--- src/rtl/cksrs_defines.svh ---
// constants for the clock switch and reset sequencer
// assumes inclusion by bare name from the rtl folder
`ifndef CKSRS_DEFINES_SVH
`define CKSRS_DEFINES_SVH

// register byte offsets on the wishbone slave
`define CKSRS_OFF_CTRL   8'h00
`define CKSRS_OFF_STAT   8'h04
`define CKSRS_OFF_TRIM   8'h08
`define CKSRS_OFF_IRQS   8'h0c
`define CKSRS_OFF_IRQM   8'h10

// control register fields
`define CKSRS_CTRL_SEL     0
`define CKSRS_CTRL_OPT_LO  1
`define CKSRS_CTRL_OPT_HI  2
`define CKSRS_CTRL_PCK_OUT 3
`define CKSRS_CTRL_PCK_DAT 4

// status register fields
`define CKSRS_ST_FAST    2
`define CKSRS_ST_SLOW    3
`define CKSRS_ST_ONFAST  4
`define CKSRS_ST_INRST   5

// trim register fields
`define CKSRS_TRIM_HI_LSB 0
`define CKSRS_TRIM_LO_LSB 8

// interrupt status bits
`define CKSRS_IRQ_SWITCH 0
`define CKSRS_IRQ_RESET  1

// reset values
`define CKSRS_CTRL_RST   5'h01
`define CKSRS_TRIM_RST   10'h200

// sequencing counts
`define CKSRS_FAST_WARM  4'h8
`define CKSRS_DLY_LONG   10'd512
`define CKSRS_DLY_SHORT  10'd256
`define CKSRS_FETCH_CYC  2'd2
`define CKSRS_FAST_RDY   2'd2
`define CKSRS_VECTOR     16'hfffe

`endif

--- src/rtl/cksrs_pkg.sv ---
// types shared by the clock switch and reset sequencer
// assumes the defines header is compiled alongside
package cksrs_pkg;
	typedef enum logic [1:0] {
		CKSRS_OPT_FAST_RC,
		CKSRS_OPT_SLOW_RC,
		CKSRS_OPT_EXT_CLK
	} cksrs_opt_type;

	typedef struct packed {
		logic ext_pulse;
		logic low_voltage_detect_reset;
		logic watchdog;
		logic illegal_code;
	} cksrs_src_type;

	typedef struct packed {
		logic fast_rc_en;
		logic wakeup_en;
		logic on_fast;
	} cksrs_osc_type;
endpackage

--- src/rtl/cksrs_top.sv ---
// clock source switch and reset sequencer with a classic wishbone slave
// assumes fast and slow oscillator ticks arrive as sys_clk synchronous pulses
// Behaviour
// - clearing select bit enables fast rc
// - four-bit counter counts eight fast ticks
// - wait slow flag clear, fast flag set
// - switch occurs on fast rc rising edge
// - stop wakeup oscillator after the switch
// - fast rc stopped when not selected
// - wakeup oscillator on in auto-wakeup halt
// - external clock keeps wakeup oscillator running
// - pin, low voltage, watchdog reset sources
// - illegal opcode or prebyte also resets
// - reset pin held low through delay
// - delay 256 or 512 cpu cycles
// - delay picked from option clock source
// - vector fetch two cycles from fffe
// - reset returns prog clock pin input
// - fast rc trimmed by 8+2 bits
// - 512 fast/external, 256 slow rc
// - slow flag set only when settled
//
// The Wishbone register port and the address map are this design's own decisions.
`timescale 1ns/1ps
`include "cksrs_defines.svh"

module cksrs_top
	import cksrs_pkg::*;
#(
	parameter int SLOW_SETTLE = 4
) (
	input  wire logic          sys_clk,
	input  wire logic          rstn,
	input  wire logic [7:0]    wb_adr_i,
	input  wire logic [31:0]   wb_dat_i,
	output logic      [31:0]   wb_dat_o,
	input  wire logic          wb_we_i,
	input  wire logic [3:0]    wb_sel_i,
	input  wire logic          wb_cyc_i,
	input  wire logic          wb_stb_i,
	output logic               wb_ack_o,
	output logic               irq,
	input  wire logic          fast_rc_tick,
	input  wire logic          slow_osc_tick,
	input  wire logic          halt_awu,
	input  wire cksrs_src_type rst_src,
	input  wire logic          reset_pin_level,
	output logic               reset_pin_drive,
	output logic               reset_pin_oe,
	input  wire logic          prog_clock_pin_level,
	output logic               prog_clock_pin_drive,
	output logic               prog_clock_pin_oe,
	output logic               prog_clock_pullup,
	output cksrs_osc_type      osc,
	output logic      [7:0]    rc_trim_high,
	output logic      [1:0]    rc_trim_low,
	output logic               cpu_reset,
	output logic               vec_fetch,
	output logic      [15:0]   vec_addr
);

	typedef enum logic [2:0] {SW_SLOW, SW_WARM, SW_WAIT, SW_EDGE, SW_FAST} cksrs_sw_type;
	typedef enum logic [1:0] {RS_IDLE, RS_ACTIVE, RS_DELAY, RS_FETCH} cksrs_rs_type;

	////////////////////////////////////////////////////////////////////////////////
	// wishbone slave

	logic [4:0]  ctrl_q;
	logic [9:0]  trim_q;
	logic [1:0]  irq_st_q;
	logic [1:0]  irq_mk_q;
	logic        ack_q;
	logic        wr_ok;
	logic        rd_stat_irq;
	logic        sw_done;
	logic        rs_done;
	logic        pin_low;
	logic        slow_flag_q;
	logic        fast_flag_q;
	cksrs_sw_type sw_q;
	cksrs_rs_type rs_q;

	function automatic logic hit(input logic [7:0] adr, input logic [7:0] off);
		hit = (adr == off);
	endfunction

	// writes land on the edge where the master sees ack; read data is captured one edge earlier
	assign wr_ok       = wb_cyc_i && wb_stb_i && wb_we_i && ack_q && wb_sel_i[0];
	assign rd_stat_irq = wb_cyc_i && wb_stb_i && !wb_we_i && !ack_q
		&& hit(wb_adr_i, `CKSRS_OFF_IRQS);
	assign wb_ack_o    = ack_q;

	// one wait state, every address answered, unmapped reads zero
	always_ff @(posedge sys_clk) begin
		if (!rstn || ack_q) begin
			ack_q <= 1'b0;
		end else begin
			ack_q <= wb_cyc_i && wb_stb_i;
		end
	end

	always_ff @(posedge sys_clk) begin
		if (!rstn) begin
			wb_dat_o <= 32'h0;
		end else if (wb_cyc_i && wb_stb_i && !wb_we_i && !ack_q) begin
			unique case (1'b1)
				hit(wb_adr_i, `CKSRS_OFF_CTRL): wb_dat_o <= {27'h0, ctrl_q};
				hit(wb_adr_i, `CKSRS_OFF_STAT): wb_dat_o <= {26'h0, rs_q != RS_IDLE,
					sw_q == SW_FAST, slow_flag_q, fast_flag_q, 2'b00};
				hit(wb_adr_i, `CKSRS_OFF_TRIM): wb_dat_o <= {22'h0, trim_q};
				hit(wb_adr_i, `CKSRS_OFF_IRQS): wb_dat_o <= {30'h0, irq_st_q};
				hit(wb_adr_i, `CKSRS_OFF_IRQM): wb_dat_o <= {30'h0, irq_mk_q};
				default: wb_dat_o <= 32'h0;
			endcase
		end
	end

	// control, trim and mask; the device reset returns prog pin to input
	always_ff @(posedge sys_clk) begin
		if (!rstn) begin
			ctrl_q   <= `CKSRS_CTRL_RST;
			trim_q   <= `CKSRS_TRIM_RST;
			irq_mk_q <= 2'b00;
		end else begin
			if (cpu_reset) begin
				ctrl_q[`CKSRS_CTRL_PCK_OUT] <= 1'b0;
			end else if (wr_ok && hit(wb_adr_i, `CKSRS_OFF_CTRL)) begin
				ctrl_q <= wb_dat_i[4:0];
			end
			if (wr_ok && hit(wb_adr_i, `CKSRS_OFF_TRIM) && wb_sel_i[1]) begin
				trim_q <= wb_dat_i[9:0];
			end
			if (wr_ok && hit(wb_adr_i, `CKSRS_OFF_IRQM)) begin
				irq_mk_q <= wb_dat_i[1:0];
			end
		end
	end

	// sticky events, a read clears them but a new event wins
	always_ff @(posedge sys_clk) begin
		if (!rstn) begin
			irq_st_q <= 2'b00;
		end else begin
			irq_st_q <= (rd_stat_irq ? 2'b00 : irq_st_q) | {rs_done, sw_done};
		end
	end

	assign irq = |(irq_st_q & irq_mk_q);

	////////////////////////////////////////////////////////////////////////////////
	// clock switch from wakeup oscillator to fast rc

	logic [3:0] warm_q;
	logic [1:0] fast_cnt_q;
	logic [2:0] settle_q;
	logic       sel_slow;
	cksrs_opt_type opt;

	assign sel_slow = ctrl_q[`CKSRS_CTRL_SEL];
	assign opt      = cksrs_opt_type'(ctrl_q[`CKSRS_CTRL_OPT_HI:`CKSRS_CTRL_OPT_LO]);

	always_ff @(posedge sys_clk) begin
		if (!rstn) begin
			sw_q   <= SW_SLOW;
			warm_q <= 4'h0;
		end else begin
			unique case (sw_q)
				SW_SLOW: if (!sel_slow) begin
					sw_q   <= SW_WARM;
					warm_q <= 4'h0;
				end
				SW_WARM: if (sel_slow) begin
					sw_q <= SW_SLOW;
				end else if (fast_rc_tick) begin
					warm_q <= warm_q + 4'h1;
					if (warm_q == `CKSRS_FAST_WARM - 4'h1) begin
						sw_q <= SW_WAIT;
					end
				end
				SW_WAIT: if (sel_slow) begin
					sw_q <= SW_SLOW;
				end else if (!slow_flag_q && fast_flag_q) begin
					sw_q <= SW_EDGE;
				end
				SW_EDGE: if (sel_slow) begin
					sw_q <= SW_SLOW; // fast rc already stopped, no edge will come
				end else if (fast_rc_tick) begin
					sw_q <= SW_FAST;
				end
				SW_FAST: if (sel_slow) begin
					sw_q <= SW_SLOW;
				end
			endcase
		end
	end

	assign sw_done = (sw_q == SW_EDGE) && fast_rc_tick && !sel_slow;

	// fast flag sets after two fast ticks once past warm-up
	always_ff @(posedge sys_clk) begin
		if (!rstn || sw_q == SW_SLOW || sw_q == SW_WARM) begin
			fast_cnt_q  <= 2'd0;
			fast_flag_q <= 1'b0;
		end else if (fast_rc_tick && !fast_flag_q) begin
			fast_cnt_q  <= fast_cnt_q + 2'd1;
			fast_flag_q <= (fast_cnt_q == `CKSRS_FAST_RDY - 2'd1);
		end
	end

	// slow flag only while the wakeup clock runs and has settled
	always_ff @(posedge sys_clk) begin
		if (!rstn || !osc.wakeup_en || (sw_q != SW_SLOW && opt != CKSRS_OPT_EXT_CLK)) begin
			settle_q    <= 3'd0;
			slow_flag_q <= 1'b0;
		end else if (slow_osc_tick && !slow_flag_q) begin
			settle_q    <= settle_q + 3'd1;
			slow_flag_q <= (settle_q == 3'(SLOW_SETTLE - 1));
		end
	end

	// the wakeup oscillator drops once running from fast rc, except in auto-wakeup halt or with the external clock option
	assign osc.fast_rc_en = !sel_slow;
	assign osc.wakeup_en  = (sw_q != SW_FAST)
		|| halt_awu
		|| opt == CKSRS_OPT_EXT_CLK;
	assign osc.on_fast    = (sw_q == SW_FAST);

	// trim fields drive the fast rc directly
	assign rc_trim_high = trim_q[`CKSRS_TRIM_HI_LSB +: 8];
	assign rc_trim_low  = trim_q[`CKSRS_TRIM_LO_LSB +: 2];

	////////////////////////////////////////////////////////////////////////////////
	// reset sequencer

	logic       any_src;
	logic [9:0] dly_q;
	logic [9:0] dly_len;
	logic [1:0] fetch_q;

	assign any_src = rst_src.ext_pulse || rst_src.low_voltage_detect_reset
		|| rst_src.watchdog || rst_src.illegal_code;
	assign dly_len = (opt == CKSRS_OPT_SLOW_RC) ? `CKSRS_DLY_SHORT : `CKSRS_DLY_LONG;

	// a source restarts the sequence from any phase
	always_ff @(posedge sys_clk) begin
		if (!rstn) begin
			rs_q    <= RS_ACTIVE;
			dly_q   <= 10'd0;
			fetch_q <= 2'd0;
		end else if (any_src) begin
			rs_q <= RS_ACTIVE;
		end else begin
			unique case (rs_q)
				RS_IDLE: ;
				RS_ACTIVE: begin
					rs_q  <= RS_DELAY;
					dly_q <= 10'd0;
				end
				RS_DELAY: begin
					dly_q <= dly_q + 10'd1;
					if (dly_q == dly_len - 10'd1) begin
						rs_q    <= RS_FETCH;
						fetch_q <= 2'd0;
					end
				end
				RS_FETCH: begin
					fetch_q <= fetch_q + 2'd1;
					if (fetch_q == `CKSRS_FETCH_CYC - 2'd1) begin
						rs_q <= RS_IDLE;
					end
				end
			endcase
		end
	end

	assign rs_done      = (rs_q == RS_FETCH) && !any_src && (fetch_q == `CKSRS_FETCH_CYC - 2'd1);
	assign pin_low      = (rs_q == RS_ACTIVE) || (rs_q == RS_DELAY);
	assign reset_pin_drive = 1'b0;
	assign reset_pin_oe = pin_low;
	// an outside low on the pin during blank flash keeps the cpu in reset
	assign cpu_reset    = (rs_q != RS_IDLE) || !reset_pin_level;
	assign vec_fetch    = (rs_q == RS_FETCH);
	assign vec_addr     = `CKSRS_VECTOR + {15'h0, fetch_q[0]};

	// prog clock pin is input with pull-up unless software drives it
	assign prog_clock_pin_oe = ctrl_q[`CKSRS_CTRL_PCK_OUT] && !cpu_reset;
	assign prog_clock_pin_drive = ctrl_q[`CKSRS_CTRL_PCK_DAT];
	assign prog_clock_pullup = !prog_clock_pin_oe;
endmodule

--- config.mk ---
export PLATFORM = sky130hd
export DESIGN_NAME = cksrs_top
export DESIGN_NICKNAME = d
export VERILOG_FILES = /design/src/rtl/cksrs_pkg.sv /design/src/rtl/cksrs_top.sv
export VERILOG_INCLUDE_DIRS = /design/src /design/src/rtl
export SDC_FILE = /design/constraint.sdc
export NUM_CORES = 1
export LEC_CHECK = 0
export ABC_AREA = 0
export BUFFER_PORTS_ARGS = -buffer_cell sky130_fd_sc_hd__buf_2
export CAP_MARGIN = 20
export CORE_AREA = 2 2 78 110
export DETAILED_ROUTE_END_ITERATION = 8
export DIE_AREA = 0 0 80 112
export HOLD_SLACK_MARGIN = 0.05
export PLACE_DENSITY = 0.67
export SLEW_MARGIN = 25
export SYNTH_ARGS = -nofsm -noshare
export SYNTH_HDL_FRONTEND = slang
export SYNTH_SLANG_ARGS = --single-unit
--- constraint.sdc ---
create_clock -name sys_clk -period 2.2 [get_ports sys_clk]
set_input_delay 0 -clock sys_clk [delete_from_list [all_inputs] [get_ports sys_clk]]
set_output_delay 0 -clock sys_clk [all_outputs]
set_load 0.01 [all_outputs]
After elaboration in Yosys (flattened, before gate mapping) --
Cells that the tools add are included.
Storage, ports and cells: bits in registers 80, input port bits 58, output and inout port bits 70, logic and storage cells 141
Operators by class: $add $sub $neg 7, equality and inequality tests 30, mux-type cells 23, bitwise logic cells 5, reductions and logical operators 60
Operators with widths (count):
- $pmux 10 s5 | 1
- $mux 3 | 9
- $logic_and 1x1->1 | 20
- $pmux 10 s2 | 1
- $eq 8x4->1 const B | 2
- $ne 3x3->1 const B | 5
- $pmux 3 s5 | 1
- $logic_or 1x1->1 | 12
- $mux 4 | 3
- $logic_not 1->1 | 11
- $add 10x1->10 const B | 1
- $eq 10x10->1 | 1
- $mux 10 | 1
- $ne 2x2->1 const B | 5
- $sub 10x1->10 const B | 1
- $eq 3x2->1 const B | 3
- $eq 2x1->1 const B | 4
- $eq 8x3->1 const B | 1
- $eq 8x5->1 const B | 1
- $logic_not 8->1 | 1
- $mux 2 | 4
- $pmux 4 s2 | 1
- $reduce_bool 2->1 | 4
- $eq 2x2->1 const B | 3
- other kinds (20) | 29

Logic depth before layout (Yosys ltp) --
depth in word-level cells 7, depth in mapped cells 7, mapped depth without buffers 7

Worst setup path after synthesis --
No wires, ideal clock.
path type input port to flip-flop, from input wb_adr_i[7], to register ctrl_q[1], setup time 0.116 ns, arrival time 1.581 ns, data required time 2.084 ns, setup slack 0.503 ns, stages on the path 5, buffers on the path 0, cell sequence or4_4 > or3_4 > nor4_4 > mux2i_1 > nor2b_1
On the way: cells in the longest elaborated chain, start to end 3
RTL lines:
- start: declaration | line cksrs_top.sv:34 | input wire logic [7:0] wb_adr_i,
- $logic_not 8->1 | line cksrs_top.sv:84 | hit = (adr == off);
- $logic_and 1x1->1 | line cksrs_top.sv:127 | end else if (wr_ok && hit(wb_adr_i, `CKSRS_OFF_CTRL)) begin
- $reduce_and 2->1 (no line)
- end signal: assignment | line cksrs_top.sv:121 | ctrl_q <= `CKSRS_CTRL_RST;
- end signal: assignment | line cksrs_top.sv:128 | ctrl_q <= wb_dat_i[4:0];
- end: declaration | line cksrs_top.sv:68 | logic [4:0] ctrl_q;
No other way between the ends. A chain may end at the register's enable or synchronous reset.

Worst setup path after layout --
from register rs_q[0], to register ctrl_q[2]
On the way: cells in the longest elaborated chain, start to end 4
RTL lines:
- start: declaration | line cksrs_top.sv:81 | cksrs_rs_type rs_q;
- start signal: assignment | line cksrs_top.sv:247 | rs_q <= RS_ACTIVE;
- start signal: assignment | line cksrs_top.sv:251 | rs_q <= RS_ACTIVE;
- start signal: assignment | line cksrs_top.sv:256 | rs_q <= RS_DELAY;
- $reduce_bool 2->1 | line cksrs_top.sv:281 | assign cpu_reset = (rs_q != RS_IDLE) || !reset_pin_level;
- $logic_or 1x1->1 | line cksrs_top.sv:281
- $not 1->1 (no line)
- $reduce_and 2->1 (no line)
No other way between the ends.

==> impl_metrics.tcl <==
set metrics [dict create \
    post_cts_resized 0 \
    cp_slowest_cell "nor4_4" \
    io_pins 128 \
    clk_latency_ns 0.33 \
    path_buf_inv 2 \
    wl_um 6940 \
    synth_adder_area_share_pct 4.77 \
    antenna_found_initial 0 \
    synth_compound_area_share_pct 10.5 \
    dp.cells 518 \
    diodes 0 \
    vias 2658 \
    grt_pass1_wl_um 11400 \
    synth_top_family_by_area "simple AND/OR/NAND/NOR gates" \
    cp-start-kind "flop" \
    period_minus_slack_ns 1.81 \
    holdCritPathClass "in -> reg" \
    die_h_um 112 \
    final.setup_skew_ns 0.00625 \
    p_total_uw 2750 \
    r2r_start "rs_q[0]$_SDFFE_PP1P_" \
    rsz0062_at_grt "false" \
    path_class "reg -> reg" \
    vias_per_cell 4.84 \
    cp_max_fo 5 \
    grt-ovfl-total 0 \
    crit_required_ns 2.42 \
    tritoncts "yes" \
    path_cells "inv_1 > ha_1 > nand2_1 > nor4_4 > buf_4 > mux2i_1 > nor2b_1" \
    drive_gt1_share_pct 20.8 \
    synthArstFlopShare_pct 0 \
    dp_hpwl_um 5200 \
    critPathMaxStageDelay_ns 0.36 \
    syn_area_per_cell_um2 8.67 \
    ys_ff_latch 58 \
    initial_core_util_pct 39.3 \
    grt_max_degree 32 \
    synth-xor-area-share_pct 4.17 \
    ir_worst_vdd_mv 0.449 \
    fmax_ghz 0.552 \
    seq_area_frac_synth_pct 36.9 \
    status "finished clean" \
    cap_viol_max_count 0 \
    final_area_um2 3910 \
    numCtsBuffers 9 \
    dr.pass1.iters 6 \
    ant_nets 0 \
    worst_slew_pin_slew_ns 0.613 \
    place_congestion 0.786 \
    maxSlewHeadroom_pct 58.7 \
    synth-edff-count 0 \
    grtUsageTotal_pct 16.2 \
    wl_per_cell_um 12.6 \
    yosys-mux-area-fraction_pct 7.00 \
    tns_ns 0 \
    synthCells 363 \
    period_share_pct 82.4 \
    ys_warn_count 0 \
    syn2layout_area_growth_pct 24.0 \
    cp_top_family "simple AND/OR/NAND/NOR gates" \
    hold_violations 0 \
    critPathArrivalTime_ns 2.03 \
    yosysUniqueCellTypes 48 \
    drc_errors 0 \
    first_global_vias 2570 \
    std_cell_rows 39 \
    worstHoldStart "rstn" \
    dieArea_um2 8960 \
    cts-root-buf "clkbuf_16" \
    first_iter_violations 155 \
    drv_slew 0 \
    clockBufferDepth 2 \
    yosys_most_used_dff "dfxtp_1" \
    nFillCells 760 \
    fin_cells 549 \
    dpl_cell_area_um2 3440 \
    core-area_um2 8000 \
    clk_pin_slew_worst_paths_ns 0.05 \
    crit_start "rs_q[0]$_SDFFE_PP1P_" \
    htreeDepth 3 \
    syn_area_um2 3150 \
    end_kind "flop" \
    multi_input_area_um2 1730 \
    p_leak_uw 0.00166 \
    die_w_um 80 \
    nets 512 \
    regArea_um2 1160 \
    power_density_nw_per_um2 703 \
    setup_viol_count_final 0 \
    synthSimpleGateAreaFrac_pct 23.8 \
    port_buffers 64 \
    cts_num_sinks 58 \
]
==> cell usage in the layout, fill, tap and decap left out, types with 2 or more instances in the layout <==
cell type	synthesis	final
a211oi_1	2	2
a21oi_1	7	7
a22oi_1	10	10
a2bb2oi_1	2	2
and2_1	3	3
and3_1	5	5
buf_2	0	64
buf_4	40	7
bufinv_16	0	2
clkbuf_16	0	9
clkinv_2	0	4
conb_1	2	38
dfxtp_1	58	58
dlygate4sd3_1	0	15
ha_1	12	12
inv_1	12	12
mux2i_1	22	22
nand2_1	25	25
nand2b_1	3	3
nand3_1	18	18
nand4_1	4	4
nand4b_1	2	2
nor2_1	28	28
nor2b_1	31	31
nor3_1	6	5
nor4_1	2	2
o211ai_1	2	2
o21ai_0	15	15
o31ai_1	2	2
or3_1	2	2
xnor2_1	8	8
xor2_1	7	7
==> synthesized netlist by cell type (7+ instances only) <==
cell      number  area (um2)
nand2_1       25        93.8
mux2i_1       22         220
nor2b_1       31         194
nand3_1       18        90.1
inv_1         12        45.0
clkbuf_1      13        48.8
o21ai_0       15        75.1
dfxtp_1       58        1160
xor2_1         7        61.3
a22oi_1       10        75.1
a21oi_1        7        35.0
xnor2_1        8        70.1
ha_1          12         150
nor2_1        28         105
buf_4         40         300
==> cells by family after synthesis <==
| family | after synthesis |
|---|---|
| AND/OR/NAND/NOR | 138 |
| buffers and inverters | 66 |
| flip-flops | 58 |
| AO/OA/AOI/OAI | 50 |
| multiplexers | 22 |
| XOR/XNOR | 15 |
| adder cells (fa/ha/maj) | 12 |
| other | 2 |
==> worst register-to-register path, delay by kind of cell (launching register included) <==
kind	cells	cell delay (ns)
adder cells (fa/ha/maj)	1	0.27
buffers and inverters	2	0.34
flip-flops	1	0.33
multiplexers	1	0.19
AND/OR/NAND/NOR	3	0.57
==> layer usage <==
layer  share of wire (%)  routed length (um)  track usage [%]  up-vias
met5                   0                   0                0        -
met4                 2.0                 140             8.36        0
met3                 5.5                 378             3.48       13
met2                  49                3420             28.3       89
met1                  43                2990             17.9     1232
li1                    -                   -                -     1324
==> sequential cells by signal, summed over array words and instances, names as in the netlist <==
signal	count
ctrl_q	5
dly_q	10
fast_cnt_q	2
fast_flag_q	1
fetch_q	2
irq_mk_q	2
irq_st_q	2
rs_q	2
settle_q	3
slow_flag_q	1
sw_q	3
trim_q	10
warm_q	4
wb_ack_o	1
wb_dat_o	10
==> stage by stage <==
stage	setup slack [ns]	hold WS (ns)	util, %
finish	0.387	0.0752	48.8
global route	0.256	0.112	48.8
global placement	0.264	0.222	42.9
detailed placement	0.252	0.231	42.9
CTS	0.371	0.0731	48.8
floorplan	0.503	0.112	-
==> layout make-up <==
type                    instances  area share [%]
multi-input cells             275            44.3
repair buffers                 86            13.4
flip-flops and latches         58            29.7
well taps                     102            3.27
clock buffers                  10            6.12
inverters                      12            1.15
clock inverters                 6            2.05
==> timing repair <==
item / 4_1_cts / 5_1_grt
hold buffers: 15 / 0
setup endpoints to repair: 0 / 0
hold endpoints to repair: 22 / 0
setup buffers: 0 / 0
==> worst paths after layout <==
kind         slack [ns]  cells past startpoint                  endpoint
max                0.39                      7    ctrl_q[2]$_SDFFE_PN0P_
min                0.08                      2    trim_q[9]$_SDFFE_PN1P_
max reg2reg        0.39                      7    ctrl_q[2]$_SDFFE_PN0P_
min reg2reg        0.47                      2  wb_dat_o[1]$_SDFFE_PN0N_
==> where the power goes <==
group | internal [uW] | total [uW] | switching (uW)
sequential | 1060 | 1070 | 9.58
combinational | 79.3 | 186 | 107
clock | 1010 | 1490 | 477
total | 2150 | 2750 | 593
Power figures use the tool's default switching activity.
